==> src/hw/msps_pkg.sv <==
// Purpose: Constants and types for the port sequencer.
// Assumes: 25 MHz mclk; twelve ports; 12-bit converter codes.
// Notes:   Encodings are local to this design.

package msps_pkg;

  localparam int NPORT = 12;
  localparam int PORT_W = 4;
  localparam int CODE_W = 12;
  localparam int GROUP_SIZE = 6;

  typedef logic [PORT_W-1:0] msps_port_t;
  typedef logic [CODE_W-1:0] msps_code_t;

  // ----------------------------------------------------------------
  // Modes and per-port settings
  // ----------------------------------------------------------------
  typedef enum logic [1:0] {
    ADC_IDLE = 2'h0,
    ADC_SINGLE_SWEEP = 2'h1,
    ADC_SINGLE_CONV = 2'h2,
    ADC_CONT_SWEEP = 2'h3
  } msps_adc_mode_t;

  typedef enum logic [1:0] {
    RATE_400K = 2'h0,
    RATE_333K = 2'h1,
    RATE_250K = 2'h2,
    RATE_200K = 2'h3
  } msps_rate_t;

  typedef enum logic [2:0] {
    FUNC_HIZ = 3'h0,
    FUNC_ADC = 3'h1,
    FUNC_DAC = 3'h2,
    FUNC_DAC_MON = 3'h3,
    FUNC_GPI = 3'h4,
    FUNC_GPO = 3'h5
  } msps_func_t;

  typedef enum logic [1:0] {
    IN_SINGLE = 2'h0,
    IN_DIFF = 2'h1,
    IN_PSEUDO = 2'h2
  } msps_input_t;

  typedef enum logic [1:0] {
    EDGE_NONE = 2'h0,
    EDGE_RISE = 2'h1,
    EDGE_FALL = 2'h2,
    EDGE_BOTH = 2'h3
  } msps_edge_t;

  typedef enum logic [1:0] {
    SRC_OWN = 2'h0,
    SRC_PRESET1 = 2'h1,
    SRC_PRESET2 = 2'h2
  } msps_src_t;

  typedef enum logic [1:0] {
    ST_WAIT = 2'h0,
    ST_CONV = 2'h1,
    ST_STORE = 2'h3
  } msps_adc_state_t;

  // ----------------------------------------------------------------
  // Timing
  // ----------------------------------------------------------------
  localparam int MCLK_KHZ = 25000;
  localparam int MCLK_PERIOD_NS = 40;
  localparam int RATE0_KSPS = 400;
  localparam int RATE1_KSPS = 333;
  localparam int RATE2_KSPS = 250;
  localparam int RATE3_KSPS = 200;
  localparam int SLOT_W = 7;
  localparam logic [SLOT_W-1:0] RATE0_CYC = SLOT_W'(MCLK_KHZ / RATE0_KSPS);
  localparam logic [SLOT_W-1:0] RATE1_CYC = SLOT_W'(MCLK_KHZ / RATE1_KSPS);
  localparam logic [SLOT_W-1:0] RATE2_CYC = SLOT_W'(MCLK_KHZ / RATE2_KSPS);
  localparam logic [SLOT_W-1:0] RATE3_CYC = SLOT_W'(MCLK_KHZ / RATE3_KSPS);
  localparam int TRIG_MIN_NS = 500;
  localparam int TRIG_W = 4;
  localparam logic [TRIG_W-1:0] TRIG_MIN_CYC =
    TRIG_W'((TRIG_MIN_NS + MCLK_PERIOD_NS - 1) / MCLK_PERIOD_NS);
  localparam int DAC_SLOT_US = 40;
  localparam int DSLOT_W = 10;
  localparam logic [DSLOT_W-1:0] DAC_SLOT_CYC =
    DSLOT_W'(DAC_SLOT_US * 1000 / MCLK_PERIOD_NS);

  // ----------------------------------------------------------------
  // Averaging, reset values, pair legality
  // ----------------------------------------------------------------
  localparam int AVG_LOG_W = 3;
  localparam int SUM_W = CODE_W + 7;
  localparam int CNT_W = 8;
  localparam msps_code_t CODE_ZERO = 12'h000;
  // Bit i pairs port i with i+1; bit 5 would cross groups.
  localparam logic [NPORT-2:0] BIDIR_LEGAL = 11'h7df;

endpackage

==> src/hw/msps_scan_if.sv <==
// Purpose: Port mask and position for the next-port finder.
// Assumes: Combinational, one clock domain.
// Notes:   One instance per port walk.
`timescale 1ns/1ps
`default_nettype none

interface msps_scan_if;
  import msps_pkg::*;
  logic [NPORT-1:0] mask;
  msps_port_t cur;
  msps_port_t next;
  msps_port_t first;
  logic any;
  logic wrap;
  modport finder (input mask, cur, output next, first, any, wrap);
  modport user (output mask, cur, input next, first, any, wrap);
endinterface

`default_nettype wire

==> src/hw/msps_sequencer.sv <==
// Purpose: Conversion sequencing, averaging, refresh, port logic.
// Assumes: Converter result settles within each slot.
// Notes:   Configuration arrives as plain ports.
//
// Functional notes
// - Four sample rates, 200k after reset.
// - Input range held per port.
// - Single sweep converts all ascending; idle default.
// - Single conversion converts one, then advances.
// - Continuous sweep loops and ignores trigger.
// - Averaging blocks 1..128, write when complete.
// - Averaging change clears that port's result.
// - Active mode change clears; idle keeps results.
// - Single-ended, differential or pseudo inputs.
// - Single-ended unsigned, paired two's complement.
// - Converter reference per port, driver global.
// - Driver refresh 40us per output port.
// - Jump mode refreshes written port, continues.
// - Ports may use either shared preset.
// - Overcurrent raises event and per-port status.
// - Input threshold code from port's data.
// - Input edge detect: rise, fall, both, none.
// - Output level from data, state from host.
// - Translator passes one input to chosen outputs.
// - Bidirectional pairs adjacent within one group.
// - Monitoring mode samples output port too.
// - Complete event per conversion or per sweep.
`timescale 1ns/1ps
`default_nettype none

module msps_sequencer (
  input wire logic mclk,
  input wire logic rstn,
  input wire msps_pkg::msps_adc_mode_t adcMode,
  input wire msps_pkg::msps_rate_t convRate,
  input wire logic convert_trigger_n,
  input wire logic convertRequest,
  input wire msps_pkg::msps_func_t portFunc [msps_pkg::NPORT],
  input wire msps_pkg::msps_input_t inputKind [msps_pkg::NPORT],
  input wire msps_pkg::msps_port_t negPort [msps_pkg::NPORT],
  input wire logic [1:0] adcRange [msps_pkg::NPORT],
  input wire logic [msps_pkg::NPORT-1:0] adcRefDac,
  input wire logic [2:0] avgLog [msps_pkg::NPORT],
  input wire msps_pkg::msps_code_t adcRaw,
  output logic adcStart,
  output msps_pkg::msps_port_t adcPosSel,
  output msps_pkg::msps_port_t adcNegSel,
  output logic adcNegGround,
  output logic [1:0] adcRangeSel,
  output logic adcRefSel,
  output msps_pkg::msps_code_t adcResult [msps_pkg::NPORT],
  output logic [msps_pkg::NPORT-1:0] adcDataReady,
  output logic conversion_complete_event,
  input wire msps_pkg::msps_code_t dacData [msps_pkg::NPORT],
  input wire msps_pkg::msps_src_t dacSource [msps_pkg::NPORT],
  input wire msps_pkg::msps_code_t preset1,
  input wire msps_pkg::msps_code_t preset2,
  input wire logic [msps_pkg::NPORT-1:0] dacWriteStrobe,
  input wire logic dacJumpEn,
  input wire logic dacRefExt,
  output msps_pkg::msps_port_t dacPortSel,
  output msps_pkg::msps_code_t dacCode,
  output logic dacLoad,
  output logic dacRefExtSel,
  input wire logic [msps_pkg::NPORT-1:0] overcurrent,
  input wire logic [msps_pkg::NPORT-1:0] overcurrentClear,
  output logic [msps_pkg::NPORT-1:0] overcurrentStatus,
  output logic overcurrentEvent,
  input wire logic [msps_pkg::NPORT-1:0] general_input_port,
  input wire msps_pkg::msps_edge_t gpiEdge [msps_pkg::NPORT],
  input wire logic [msps_pkg::NPORT-1:0] gpiEventClear,
  output logic [msps_pkg::NPORT-1:0] gpiEventStatus,
  output logic gpiEvent,
  input wire logic [msps_pkg::NPORT-1:0] gpoState,
  output logic [msps_pkg::NPORT-1:0] general_output_port,
  input wire logic uniEnable,
  input wire msps_pkg::msps_port_t uniSrcPort,
  input wire logic [msps_pkg::NPORT-1:0] uniDestMask,
  input wire logic [msps_pkg::NPORT-2:0] bidirRequest,
  output logic [msps_pkg::NPORT-2:0] bidirPairActive
);
  import msps_pkg::*;

  // ----------------------------------------------------------------
  // Reset release
  // ----------------------------------------------------------------
  logic [1:0] rstSync;
  logic rstSyncN;

  always_ff @(posedge mclk or negedge rstn) begin
    if (!rstn) begin
      rstSync <= 2'h0;
    end else begin
      rstSync <= {rstSync[0], 1'b1};
    end
  end
  assign rstSyncN = rstSync[1];

  // ----------------------------------------------------------------
  // Port walks
  // ----------------------------------------------------------------
  msps_scan_if adcScan ();
  msps_scan_if dacScan ();
  msps_port_t convIdx;
  msps_port_t dacIdx;
  logic [NPORT-1:0] adcMask;
  logic [NPORT-1:0] dacMask;

  always_comb begin
    for (int i = 0; i < NPORT; i++) begin
      adcMask[i] = portFunc[i] == FUNC_ADC ||
                   portFunc[i] == FUNC_DAC_MON;
      dacMask[i] = portFunc[i] != FUNC_HIZ && portFunc[i] != FUNC_ADC;
    end
  end

  assign adcScan.mask = adcMask;
  assign adcScan.cur = convIdx;
  assign dacScan.mask = dacMask;
  assign dacScan.cur = dacIdx;

  msps_port_scan adcFinder (.scan(adcScan));
  msps_port_scan dacFinder (.scan(dacScan));

  // ----------------------------------------------------------------
  // Trigger qualification
  // ----------------------------------------------------------------
  // One pulse per low period, when the minimum width is
  // reached, so a long low does not retrigger.
  logic [TRIG_W-1:0] lowCnt;
  logic trigger;

  always_ff @(posedge mclk or negedge rstSyncN) begin
    if (!rstSyncN) begin
      lowCnt <= '0;
    end else if (convert_trigger_n) begin
      lowCnt <= '0;
    end else if (lowCnt != TRIG_MIN_CYC) begin
      lowCnt <= lowCnt + 1'b1;
    end
  end
  assign trigger = convertRequest ||
    (!convert_trigger_n && lowCnt == TRIG_MIN_CYC - 1'b1);

  // ----------------------------------------------------------------
  // Mode tracking
  // ----------------------------------------------------------------
  msps_adc_mode_t lastActive;
  logic modeClear;

  assign modeClear = adcMode != ADC_IDLE && adcMode != lastActive;

  always_ff @(posedge mclk or negedge rstSyncN) begin
    if (!rstSyncN) begin
      lastActive <= ADC_IDLE;
    end else if (adcMode != ADC_IDLE) begin
      lastActive <= adcMode;
    end
  end

  // ----------------------------------------------------------------
  // Conversion sequencer
  // ----------------------------------------------------------------
  msps_adc_state_t adcState;
  logic [SLOT_W-1:0] slotCnt;
  logic [SLOT_W-1:0] slotLen;
  logic startNow;
  msps_port_t startIdx;

  always_comb begin
    unique case (convRate)
      RATE_400K: slotLen = RATE0_CYC;
      RATE_333K: slotLen = RATE1_CYC;
      RATE_250K: slotLen = RATE2_CYC;
      RATE_200K: slotLen = RATE3_CYC;
    endcase
  end

  always_comb begin
    startNow = 1'b0;
    startIdx = adcScan.first;
    if (adcScan.any && !modeClear) begin
      if (adcState == ST_WAIT) begin
        unique case (adcMode)
          ADC_IDLE: startNow = 1'b0;
          ADC_SINGLE_SWEEP: startNow = trigger;
          ADC_SINGLE_CONV: begin
            startNow = trigger;
            startIdx = adcMask[convIdx] ? convIdx : adcScan.next;
          end
          ADC_CONT_SWEEP: startNow = 1'b1;
        endcase
      end else if (adcState == ST_STORE) begin
        startIdx = adcScan.next;
        startNow = adcMode == ADC_CONT_SWEEP ||
          (adcMode == ADC_SINGLE_SWEEP && !adcScan.wrap);
      end
    end
  end

  always_ff @(posedge mclk or negedge rstSyncN) begin
    if (!rstSyncN) begin
      adcState <= ST_WAIT;
      slotCnt <= '0;
      convIdx <= '0;
    end else if (modeClear) begin
      adcState <= ST_WAIT;
      slotCnt <= '0;
    end else begin
      unique case (adcState)
        ST_WAIT: begin
          if (startNow) begin
            adcState <= ST_CONV;
            convIdx <= startIdx;
          end
        end
        ST_CONV: begin
          if (slotCnt == slotLen - 1'b1) begin
            adcState <= ST_STORE;
            slotCnt <= '0;
          end else begin
            slotCnt <= slotCnt + 1'b1;
          end
        end
        ST_STORE: begin
          convIdx <= adcScan.next;
          adcState <= startNow ? ST_CONV : ST_WAIT;
        end
        default: adcState <= ST_WAIT;
      endcase
    end
  end

  always_ff @(posedge mclk or negedge rstSyncN) begin
    if (!rstSyncN) begin
      conversion_complete_event <= 1'b0;
    end else begin
      conversion_complete_event <= adcState == ST_STORE && !modeClear &&
        (adcMode == ADC_SINGLE_CONV || adcScan.wrap);
    end
  end

  // Selection is latched as a slot opens, held through it.
  always_ff @(posedge mclk or negedge rstSyncN) begin
    if (!rstSyncN) begin
      adcStart <= 1'b0;
      adcPosSel <= '0;
      adcNegSel <= '0;
      adcNegGround <= 1'b1;
      adcRangeSel <= 2'h0;
      adcRefSel <= 1'b0;
    end else begin
      adcStart <= startNow;
      if (startNow) begin
        adcPosSel <= startIdx;
        adcNegSel <= negPort[startIdx];
        adcNegGround <= inputKind[startIdx] == IN_SINGLE;
        adcRangeSel <= adcRange[startIdx];
        adcRefSel <= adcRefDac[startIdx];
      end
    end
  end

  // ----------------------------------------------------------------
  // Averaging and results
  // ----------------------------------------------------------------
  logic [SUM_W-1:0] accSum [NPORT];
  logic [CNT_W-1:0] accCnt [NPORT];
  logic [AVG_LOG_W-1:0] prevAvg [NPORT];
  logic [SUM_W-1:0] sumNext;
  logic [CNT_W-1:0] cntNext;
  logic [SUM_W-1:0] avgWide;
  msps_code_t avgCode;

  always_comb begin
    sumNext = accSum[convIdx] + SUM_W'(adcRaw);
    cntNext = accCnt[convIdx] + 1'b1;
    avgWide = sumNext >> avgLog[convIdx];
    avgCode = avgWide[CODE_W-1:0];
    // Raw codes are offset binary; a flipped top bit gives
    // two's complement.
    if (inputKind[convIdx] != IN_SINGLE) begin
      avgCode[CODE_W-1] = ~avgCode[CODE_W-1];
    end
  end

  always_ff @(posedge mclk or negedge rstSyncN) begin
    if (!rstSyncN) begin
      adcDataReady <= '0;
      for (int i = 0; i < NPORT; i++) begin
        accSum[i] <= '0;
        accCnt[i] <= '0;
        prevAvg[i] <= '0;
        adcResult[i] <= CODE_ZERO;
      end
    end else begin
      adcDataReady <= '0;
      for (int i = 0; i < NPORT; i++) begin
        prevAvg[i] <= avgLog[i];
        if (modeClear || prevAvg[i] != avgLog[i]) begin
          adcResult[i] <= CODE_ZERO;
          accSum[i] <= '0;
          accCnt[i] <= '0;
        end else if (adcState == ST_STORE && convIdx == PORT_W'(i)) begin
          if (cntNext == CNT_W'(1) << avgLog[i]) begin
            adcResult[i] <= avgCode;
            adcDataReady[i] <= 1'b1;
            accSum[i] <= '0;
            accCnt[i] <= '0;
          end else begin
            accSum[i] <= sumNext;
            accCnt[i] <= cntNext;
          end
        end
      end
    end
  end

  // ----------------------------------------------------------------
  // Output driver refresh
  // ----------------------------------------------------------------
  logic [DSLOT_W-1:0] dacCnt;
  logic dacBusy;
  logic jumpReq;
  msps_port_t jumpIdx;
  logic [NPORT-1:0] jumpMask;

  assign jumpMask = dacWriteStrobe & dacMask;

  always_comb begin
    jumpIdx = '0;
    for (int i = NPORT - 1; i >= 0; i--) begin
      if (jumpMask[i]) begin
        jumpIdx = PORT_W'(i);
      end
    end
    jumpReq = dacJumpEn && |jumpMask;
  end

  always_ff @(posedge mclk or negedge rstSyncN) begin
    if (!rstSyncN) begin
      dacIdx <= '0;
      dacCnt <= '0;
      dacBusy <= 1'b0;
      dacLoad <= 1'b0;
    end else begin
      dacLoad <= 1'b0;
      if (!dacScan.any) begin
        dacBusy <= 1'b0;
        dacCnt <= '0;
      end else if (jumpReq) begin
        dacIdx <= jumpIdx;
        dacCnt <= '0;
        dacBusy <= 1'b1;
        dacLoad <= 1'b1;
      end else if (!dacBusy || dacCnt == DAC_SLOT_CYC - 1'b1) begin
        dacIdx <= dacBusy ? dacScan.next : dacScan.first;
        dacCnt <= '0;
        dacBusy <= 1'b1;
        dacLoad <= 1'b1;
      end else begin
        dacCnt <= dacCnt + 1'b1;
      end
    end
  end

  // The code tracks the slot's port each cycle, so a write
  // lands without waiting for the next visit.
  always_ff @(posedge mclk or negedge rstSyncN) begin
    if (!rstSyncN) begin
      dacCode <= CODE_ZERO;
      dacPortSel <= '0;
      dacRefExtSel <= 1'b0;
    end else begin
      dacPortSel <= dacIdx;
      dacRefExtSel <= dacRefExt;
      unique case (dacSource[dacIdx])
        SRC_PRESET1: dacCode <= preset1;
        SRC_PRESET2: dacCode <= preset2;
        default: dacCode <= dacData[dacIdx];
      endcase
    end
  end

  // ----------------------------------------------------------------
  // Overcurrent reporting
  // ----------------------------------------------------------------
  logic [NPORT-1:0] ocPrev;
  logic [NPORT-1:0] ocRise;

  assign ocRise = overcurrent & ~ocPrev;

  always_ff @(posedge mclk or negedge rstSyncN) begin
    if (!rstSyncN) begin
      ocPrev <= '0;
      overcurrentStatus <= '0;
      overcurrentEvent <= 1'b0;
    end else begin
      ocPrev <= overcurrent;
      overcurrentStatus <= (overcurrentStatus & ~overcurrentClear) |
                           overcurrent;
      overcurrentEvent <= |ocRise;
    end
  end

  // ----------------------------------------------------------------
  // General input edges
  // ----------------------------------------------------------------
  logic [NPORT-1:0] gpiPrev;
  logic [NPORT-1:0] gpiHit;

  always_comb begin
    for (int i = 0; i < NPORT; i++) begin
      gpiHit[i] = portFunc[i] == FUNC_GPI && (
        (gpiEdge[i] == EDGE_RISE && general_input_port[i] && !gpiPrev[i]) ||
        (gpiEdge[i] == EDGE_FALL && !general_input_port[i] && gpiPrev[i]) ||
        (gpiEdge[i] == EDGE_BOTH && general_input_port[i] != gpiPrev[i]));
    end
  end

  always_ff @(posedge mclk or negedge rstSyncN) begin
    if (!rstSyncN) begin
      gpiPrev <= '0;
      gpiEventStatus <= '0;
      gpiEvent <= 1'b0;
    end else begin
      gpiPrev <= general_input_port;
      gpiEventStatus <= (gpiEventStatus & ~gpiEventClear) | gpiHit;
      gpiEvent <= |gpiHit;
    end
  end

  // ----------------------------------------------------------------
  // General outputs and translators
  // ----------------------------------------------------------------
  logic uniLive;

  assign uniLive = uniEnable && portFunc[uniSrcPort] == FUNC_GPI;

  always_ff @(posedge mclk or negedge rstSyncN) begin
    if (!rstSyncN) begin
      general_output_port <= '0;
      bidirPairActive <= '0;
    end else begin
      for (int i = 0; i < NPORT; i++) begin
        if (portFunc[i] != FUNC_GPO) begin
          general_output_port[i] <= 1'b0;
        end else if (uniLive && uniDestMask[i]) begin
          general_output_port[i] <= general_input_port[uniSrcPort];
        end else begin
          general_output_port[i] <= gpoState[i];
        end
      end
      bidirPairActive <= bidirRequest & BIDIR_LEGAL;
    end
  end

endmodule // msps_sequencer

`default_nettype wire

==> src/hw/msps_port_scan.sv <==
// Purpose: Finds the next enabled port, wrapping round.
// Assumes: mask bit i set means port i takes part in the walk.
// Notes:   wrap flags no enabled port above cur.
`timescale 1ns/1ps
`default_nettype none

module msps_port_scan (
  msps_scan_if.finder scan
);
  import msps_pkg::*;

  logic higher;

  always_comb begin
    scan.first = '0;
    scan.next = '0;
    higher = 1'b0;
    // Walking down lets the lowest index win.
    for (int i = NPORT - 1; i >= 0; i--) begin
      if (scan.mask[i]) begin
        scan.first = PORT_W'(i);
        if (PORT_W'(i) > scan.cur) begin
          scan.next = PORT_W'(i);
          higher = 1'b1;
        end
      end
    end
    if (!higher) begin
      scan.next = scan.first;
    end
    scan.any = |scan.mask;
    scan.wrap = !higher;
  end

endmodule // msps_port_scan

`default_nettype wire

==> config.mk <==
export PLATFORM = sky130hd
export DESIGN_NAME = msps_sequencer
export DESIGN_NICKNAME = d
export VERILOG_FILES = /design/src/hw/msps_pkg.sv /design/src/hw/msps_scan_if.sv /design/src/hw/msps_sequencer.sv /design/src/hw/msps_port_scan.sv
export SDC_FILE = /design/constraint.sdc
export NUM_CORES = 2
export LEC_CHECK = 0
export BUFFER_PORTS_ARGS = -buffer_cell sky130_fd_sc_hd__clkbuf_2
export CORE_AREA = 2 2 297 299
export CTS_CLUSTER_SIZE = 10
export DETAILED_ROUTE_END_ITERATION = 10
export DIE_AREA = 0 0 299 301
export GPL_TIMING_DRIVEN = 1
export PLACE_DENSITY = 0.66
export SLEW_MARGIN = 20
export SYNTH_ARGS = -nofsm -noshare
export SYNTH_HDL_FRONTEND = slang
export SYNTH_SLANG_ARGS = --single-unit
==> constraint.sdc <==
create_clock -name mclk -period 24.6 [get_ports mclk]
set_input_delay 4.92 -clock mclk [delete_from_list [all_inputs] [get_ports mclk]]
set_output_delay 4.92 -clock mclk [all_outputs]
set_load 0.01 [all_outputs]
# == Word level (Yosys, flattened, before mapping) ==
# Index checks and enable logic that the tools add are counted.
# op_classes
magnitude_cmp,31
n_eq_ne,163
shifts,13
n_reduce_logical,264
add_sub_neg,6
n_bitwise,15
mux,374
# ops
cell,count
2-to-1 mux 19 bit,38
2-to-1 mux 12 bit,38
2-to-1 mux 4 bit,99
2-to-1 mux 8 bit,38
2-to-1 mux 1 bit,122
logical AND 1 bit,116
== test 8 bit,12
<< shifter 1 x 3 -> 8 bit (first input constant),12
binary-select mux 19 bit (select 4 bit),1
== test 2 bit (second input constant),30
nonzero test 2 bit,30
OR reduction 12 bit,5
logical OR 1 bit,52
AND 12 bit,4
binary-select mux 12 bit (select 4 bit),1
!= test 3 bit (second input constant),14
== test 3 bit (second input constant),13
!= test 3 x 1 -> 1 bit (second input constant),13
== test 3 x 1 -> 1 bit (second input constant),12
== test 3 x 2 -> 1 bit (second input constant),12
!= test 3 bit,12
inverter 12 bit,3
nonzero test 3 bit,12
binary-select mux 2 bit (select 4 bit),4
46 further kinds,173
# word_totals
wordCells,943
ff_bits,656
inputBits,518
out_inout_bits,237

# == Depth between registers and ports, before layout ==
# logic_depth
word_depth,35
depth_mapped,26
ltp_nobuf,16

# == Modules after synthesis ==
# From an unflattened synthesis, not the netlist that was laid out.
# hier_totals
hier_cells,3334
area_unflattened_um2,35089.9
# by_module_without_submodules
mod,seq_area_each_um2,area_each_um2,cells_per_inst,n_inst
msps_sequencer,16417.0,34131.5,3180,1
msps_port_scan,0.0,479.2,77,2

# == Least setup slack after synthesis ==
# OpenSTA, ideal clock, no wires.
# synth_timing
path_kind,input port to flip-flop
start,input port adcRaw[6]
end,register adcResult[138] (netlist bit)
n_path_buf,1
stages,12
setup_time_ns,0.094
t_required_ns,24.506
arrival_time_ns,8.211
slack_ns,16.295
cell_sequence,ha_1 clkbuf_1 and4_1 o31a_1 a211o_1 a31oi_1 a2bb2oi_1 mux2i_1 mux2_2 mux2i_1 inv_1 a211oi_1
# synth_between
elab_chain_len,5
# synth_lines
element,line_no,source
"start, declared",msps_sequencer.sv:44,"input wire msps_pkg::msps_code_t adcRaw,"
adder 19 x 12 -> 19 bit,msps_sequencer.sv:276,sumNext = accSum[convIdx] + SUM_W'(adcRaw);
>> shifter 19 x 3 -> 12 bit,msps_sequencer.sv:278,avgWide = sumNext >> avgLog[convIdx];
2-to-1 mux 12 bit,msps_sequencer.sv:305,if (cntNext == CNT_W'(1) << avgLog[i]) begin
2-to-1 mux 12 bit,msps_sequencer.sv:304,end else if (adcState == ST_STORE && convIdx == PORT_W'(i)) begin
2-to-1 mux 12 bit,msps_sequencer.sv:300,if (modeClear || prevAvg[i] != avgLog[i]) begin
"end signal, assigned by index",msps_sequencer.sv:306,adcResult[i] <= avgCode;
"end, declared",msps_sequencer.sv:51,"output msps_pkg::msps_code_t adcResult [msps_pkg::NPORT],"
# Every way passes these cells. The select of a mux whose other input is x is not followed.
# A chain may end at the register's enable or synchronous reset.

# == Worst setup path in the final report ==
# layout_timing
start,input port adcRaw[0]
end,register adcResult[143] (netlist bit)
# layout_between
elab_chain_len,7
# layout_lines
element,line_no,source
adder 19 x 12 -> 19 bit (*),msps_sequencer.sv:276,
>> shifter 19 x 3 -> 12 bit (*),msps_sequencer.sv:278,
inverter 1 bit,msps_sequencer.sv:283,avgCode[CODE_W-1] = ~avgCode[CODE_W-1];
2-to-1 mux 1 bit (*),msps_sequencer.sv:282,if (inputKind[convIdx] != IN_SINGLE) begin
2-to-1 mux 12 bit (*),msps_sequencer.sv:305,
2-to-1 mux 12 bit (*),msps_sequencer.sv:304,
2-to-1 mux 12 bit (*),msps_sequencer.sv:300,
# Mark *: on every way between the ends. The rest lies on a longest branch, timed or not. The select of a mux whose other input is x is not followed.

==> results by group <==
Detailed routing
  • Via/cell ratio: 6.15
  • Routed Wire Length: 147000 um
  • Wirelength per Cell: 27.5 um
  • Final routed DRC violation total: 0
  • Number of iterations in the first detailed-routing pass: 5
  • DRC violation total after the first TritonRoute iteration: 3456
  • Total via count in the routed design: 32844
  • Count of antenna-violating nets left after detailed routing: 0

Layout
  • Fraction of layout cells with a size suffix above 1: 28.1%
  • Final cell count without fillers: 5338
  • Filler cells: 8006
  • Final layout net count: 4692
  • Layout-stage area growth over the synthesis result: 20.7%

Synthesis
  • Most instantiated flip-flop cell in the synthesis netlist: dfrtp_1
  • Proportion of synthesized chip area in sequential cells: 45.7%
  • Number of storage elements in the synthesis netlist: 656
  • Synth warn: 0
  • Post-Synthesis Cells: 3477
  • Area of the mapped netlist: 0.0359 mm^2
  • Area share of the largest cell type after synthesis: 45.6%
  • Most common cell in the synthesized netlist: dfrtp_1
  • Syn_nets: 4028
  • Library cells used by synthesis: 107
  • Synthesized area per cell: 10.3 um^2
  • Synth async-reset ratio: 100%
  • Leading post-synthesis cells by instance count: dfrtp_1, nand2_1, o21ai_0, a22o_1, nor2_1
  • EDFF count, synth: 0
  • Cell accounting for the most synthesized area: dfrtp_1
  • Cell types with the largest area share after synthesis: dfrtp_1, mux4_2, mux2i_1

Die
  • # rows: 108
  • Effective utilization at floorplan: 41.5%
  • Die boundary width: 299 um
  • Vertical extent of the die: 301 um
  • Area of the die: 0.0900 mm^2
  • Total core area: 0.0865 mm^2
  • IO Count: 755

Critical path
  • Data required, critical path: 25.05 ns
  • Critical path fanouts, max: 8
  • Startpoint-to-endpoint class of the critical path: in2reg
  • Critical-path cell list: clkbuf_2, ha_1, fa_1, a211oi_1, o21a_1, or3_1, a311oi_2, xor2_1, o22ai_1, nor4_1, a311o_1, and2_1, a211oi_1
  • Most used cell, CP: a211oi_1
  • Slowest cell on the critical path: xor2_1
  • Data arrival at the endpoint of the critical path: 8.78 ns
  • Kind of capture point of the worst setup path: register
  • Startpoint Class: input pin
  • Crit-path max cell delay: 0.57 ns

STA
  • Final slew viol count: 0
  • Ratio of final minimum period to clock period: 33.9%
  • Measured slew at the worst slew-check pin: 1.36 ns
  • Number of hold violations in the final report: 0
  • Final sum of negative setup slack: 0 ns
  • Skew final: 0.0531 ns
  • Unrepaired setup endpoints after global routing: no
  • Max_slew headroom: 9.30%
  • Final setup violation count: 0
  • Minimum clock period after layout: 8.33 ns
  • Highest clock frequency the design can meet: 0.120 GHz

Global routing
  • Overall fraction of global-route tracks in use: 31.9%
  • Initial antenna violation count: 13
  • Wire length of the first global-routing pass: 214000 um
  • Pin count of the biggest net entering global routing: 179
  • Vias in the first global route: 31910
  • Total congestion overflow after global routing: 0

Clock tree
  • Clock-pin slew on the worst setup and hold paths: 0.05 ns
  • # clock sinks: 656
  • Number of gates given a new drive strength after cts: 0
  • TritonCTS buffer count: 80
  • Post-CTS Hold Buffers: 0
  • CTS tree: done
  • Number of buffers between clock root and the deepest sink: 3
  • CTS Root Cell: clkbuf_16
  • Insertion delay of the later-clocked pin in the worst-skew pair: 0.67 ns
  • CTS HTree Levels: 3
  • Setup repair bufs after CTS: 0

Placed design
  • Number of buffer cells added on primary ports: 752
  • Global placement routability congestion: 0.984
  • Post-detailed-placement half-perimeter wirelength: 105000 um
  • Cell count after placement: 5213

Hold path
  • Worst hold path type: reg2async

Power and ir drop
  • Highest ir drop seen on vdd: 0.0000946 V
  • Power per unit of standard cell area: 80.0 mW/mm^2
  • Cell leakage power: 20.0 nW

Outcome
  • Status: finished, final reports clean

Flow run
  • Max-cap violation count: 0
## through the flow
| step | hold WS [ns] | setup WS (ns) | cell area (um^2) | power (W) | utilization [%] |
|---|---|---|---|---|---|
| 2_1_floorplan | 0.331 | 4.96 | 35900 | 0.00182 | - |
| 3_3_place_gp | 0.336 | 15.66 | 40900 | 0.00231 | 47.3 |
| 5_1_grt | 0.352 | 16.10 | 43300 | 0.00358 | 50.1 |
| 3_5_place_dp | 0.340 | 15.66 | 40900 | 0.00232 | 47.3 |
| 4_1_cts | 0.352 | 16.29 | 43300 | 0.00346 | 50.1 |
| 6_report | 0.348 | 16.27 | 43400 | 0.00347 | 50.1 |
## per-layer routing
metal / global-route usage [%] / part of all wire (%) / vias up
met3: 7.86 / 10 / 287
met4: 11.3 / 3.6 / 6
met2: 49.9 / 46 / 1842
li1: - / - / 14288
met1: 43.3 / 41 / 16421
met5: 0 / 0.029 / -
## critical path: cells and delay by family
| kind | cells | cell delay, ns |
|---|---|---|
| AOI/OAI and AO/OA | 6 | 1.27 |
| xor gates and xnor gates | 1 | 0.57 |
| adders and majority gates | 2 | 0.56 |
| buffers and inverters | 1 | 0.08 |
| and+or+nand+nor | 3 | 1.36 |
## kinds of logic (layout without fill, tap and decap cells)
kind of cell | after synthesis | count (layout) | synth area share (%)
buffers and inverters | 373 | 1071 | 4.37
other | 2 | 10 | 0.0209
multiplexers | 316 | 316 | 12.5
XOR/XNOR | 80 | 80 | 1.95
AND/OR/NAND/NOR | 1011 | 1011 | 14.0
adder cells (fa/ha/maj) | 33 | 33 | 1.17
flip-flops | 656 | 656 | 45.7
AO/OA/AOI/OAI | 1006 | 1006 | 20.3
## cells in the final DEF (no fill, tap or decap), drive strengths merged, types with 82 or more instances in the layout
cell    instances
clkbuf        855
dfrtp         655
nand2         390
o21ai         235
a22o          204
nor2          194
mux2i         185
a21oi         131
inv           103
mux4          102
buf           100
o31ai          82
## cell type report
class | count | area, um^2 | share of cell area (%)
antenna | 8 | 20.0 | 0.0462
clock inverter | 14 | 275 | 0.635
sequential | 656 | 16400 | 37.9
clock buffer | 102 | 2170 | 4.99
tap | 1155 | 1450 | 3.33
inverter | 102 | 383 | 0.883
timing repair buffer | 853 | 4560 | 10.5
multi-input combinational | 2448 | 18100 | 41.7
## registers in the layout, summed over array words and instances, names as in the netlist, 4 cells and up
| signal | count |
|---|---|
| general_output_port | 12 |
| dacCode | 12 |
| accSum | 228 |
| slotCnt | 7 |
| ocPrev | 12 |
| prevAvg | 36 |
| adcResult | 144 |
| accCnt | 96 |
| adcDataReady | 12 |
| dacPortSel | 4 |
| adcScan.cur | 4 |
| dacIdx | 4 |
| adcPosSel | 4 |
| overcurrentStatus | 12 |
| lowCnt | 4 |
| dacCnt | 10 |
| bidirPairActive | 10 |
| gpiPrev | 12 |
| adcNegSel | 4 |
| gpiEventStatus | 12 |
## final timing paths
kind / to / start / slack (ns) / depth (start not counted)
max in group asynchronous: rstSync[1]$_DFF_PN0_ / rstn / 20.42 / 1
setup reg to reg: accSum[216]$_DFFE_PN0P_ / adcScan.cur[0]$_DFFE_PN0P_ / 17.31 / 16
min in group mclk: rstSync[1]$_DFF_PN0_ / rstSync[0]$_DFF_PN0_ / 0.35 / 0
hold reg to reg: adcResult[74]$_DFFE_PN0P_ / rstSync[1]$_DFF_PN0_ / 0.35 / 0
setup / recovery: adcResult[143]$_DFFE_PN0P_ / adcRaw[0] / 16.27 / 13
hold / removal: adcResult[74]$_DFFE_PN0P_ / rstSync[1]$_DFF_PN0_ / 0.35 / 0
## power by group
group          internal [W]  switching, W  total [W]  leakage, nW
Sequential          0.00112     0.0000419    0.00116         8.86
Clock              0.000652      0.000484    0.00114         1.19
Combinational      0.000369      0.000800    0.00117         9.96
Total               0.00214       0.00133    0.00347         20.0
(Power assumes the default switching activity.)
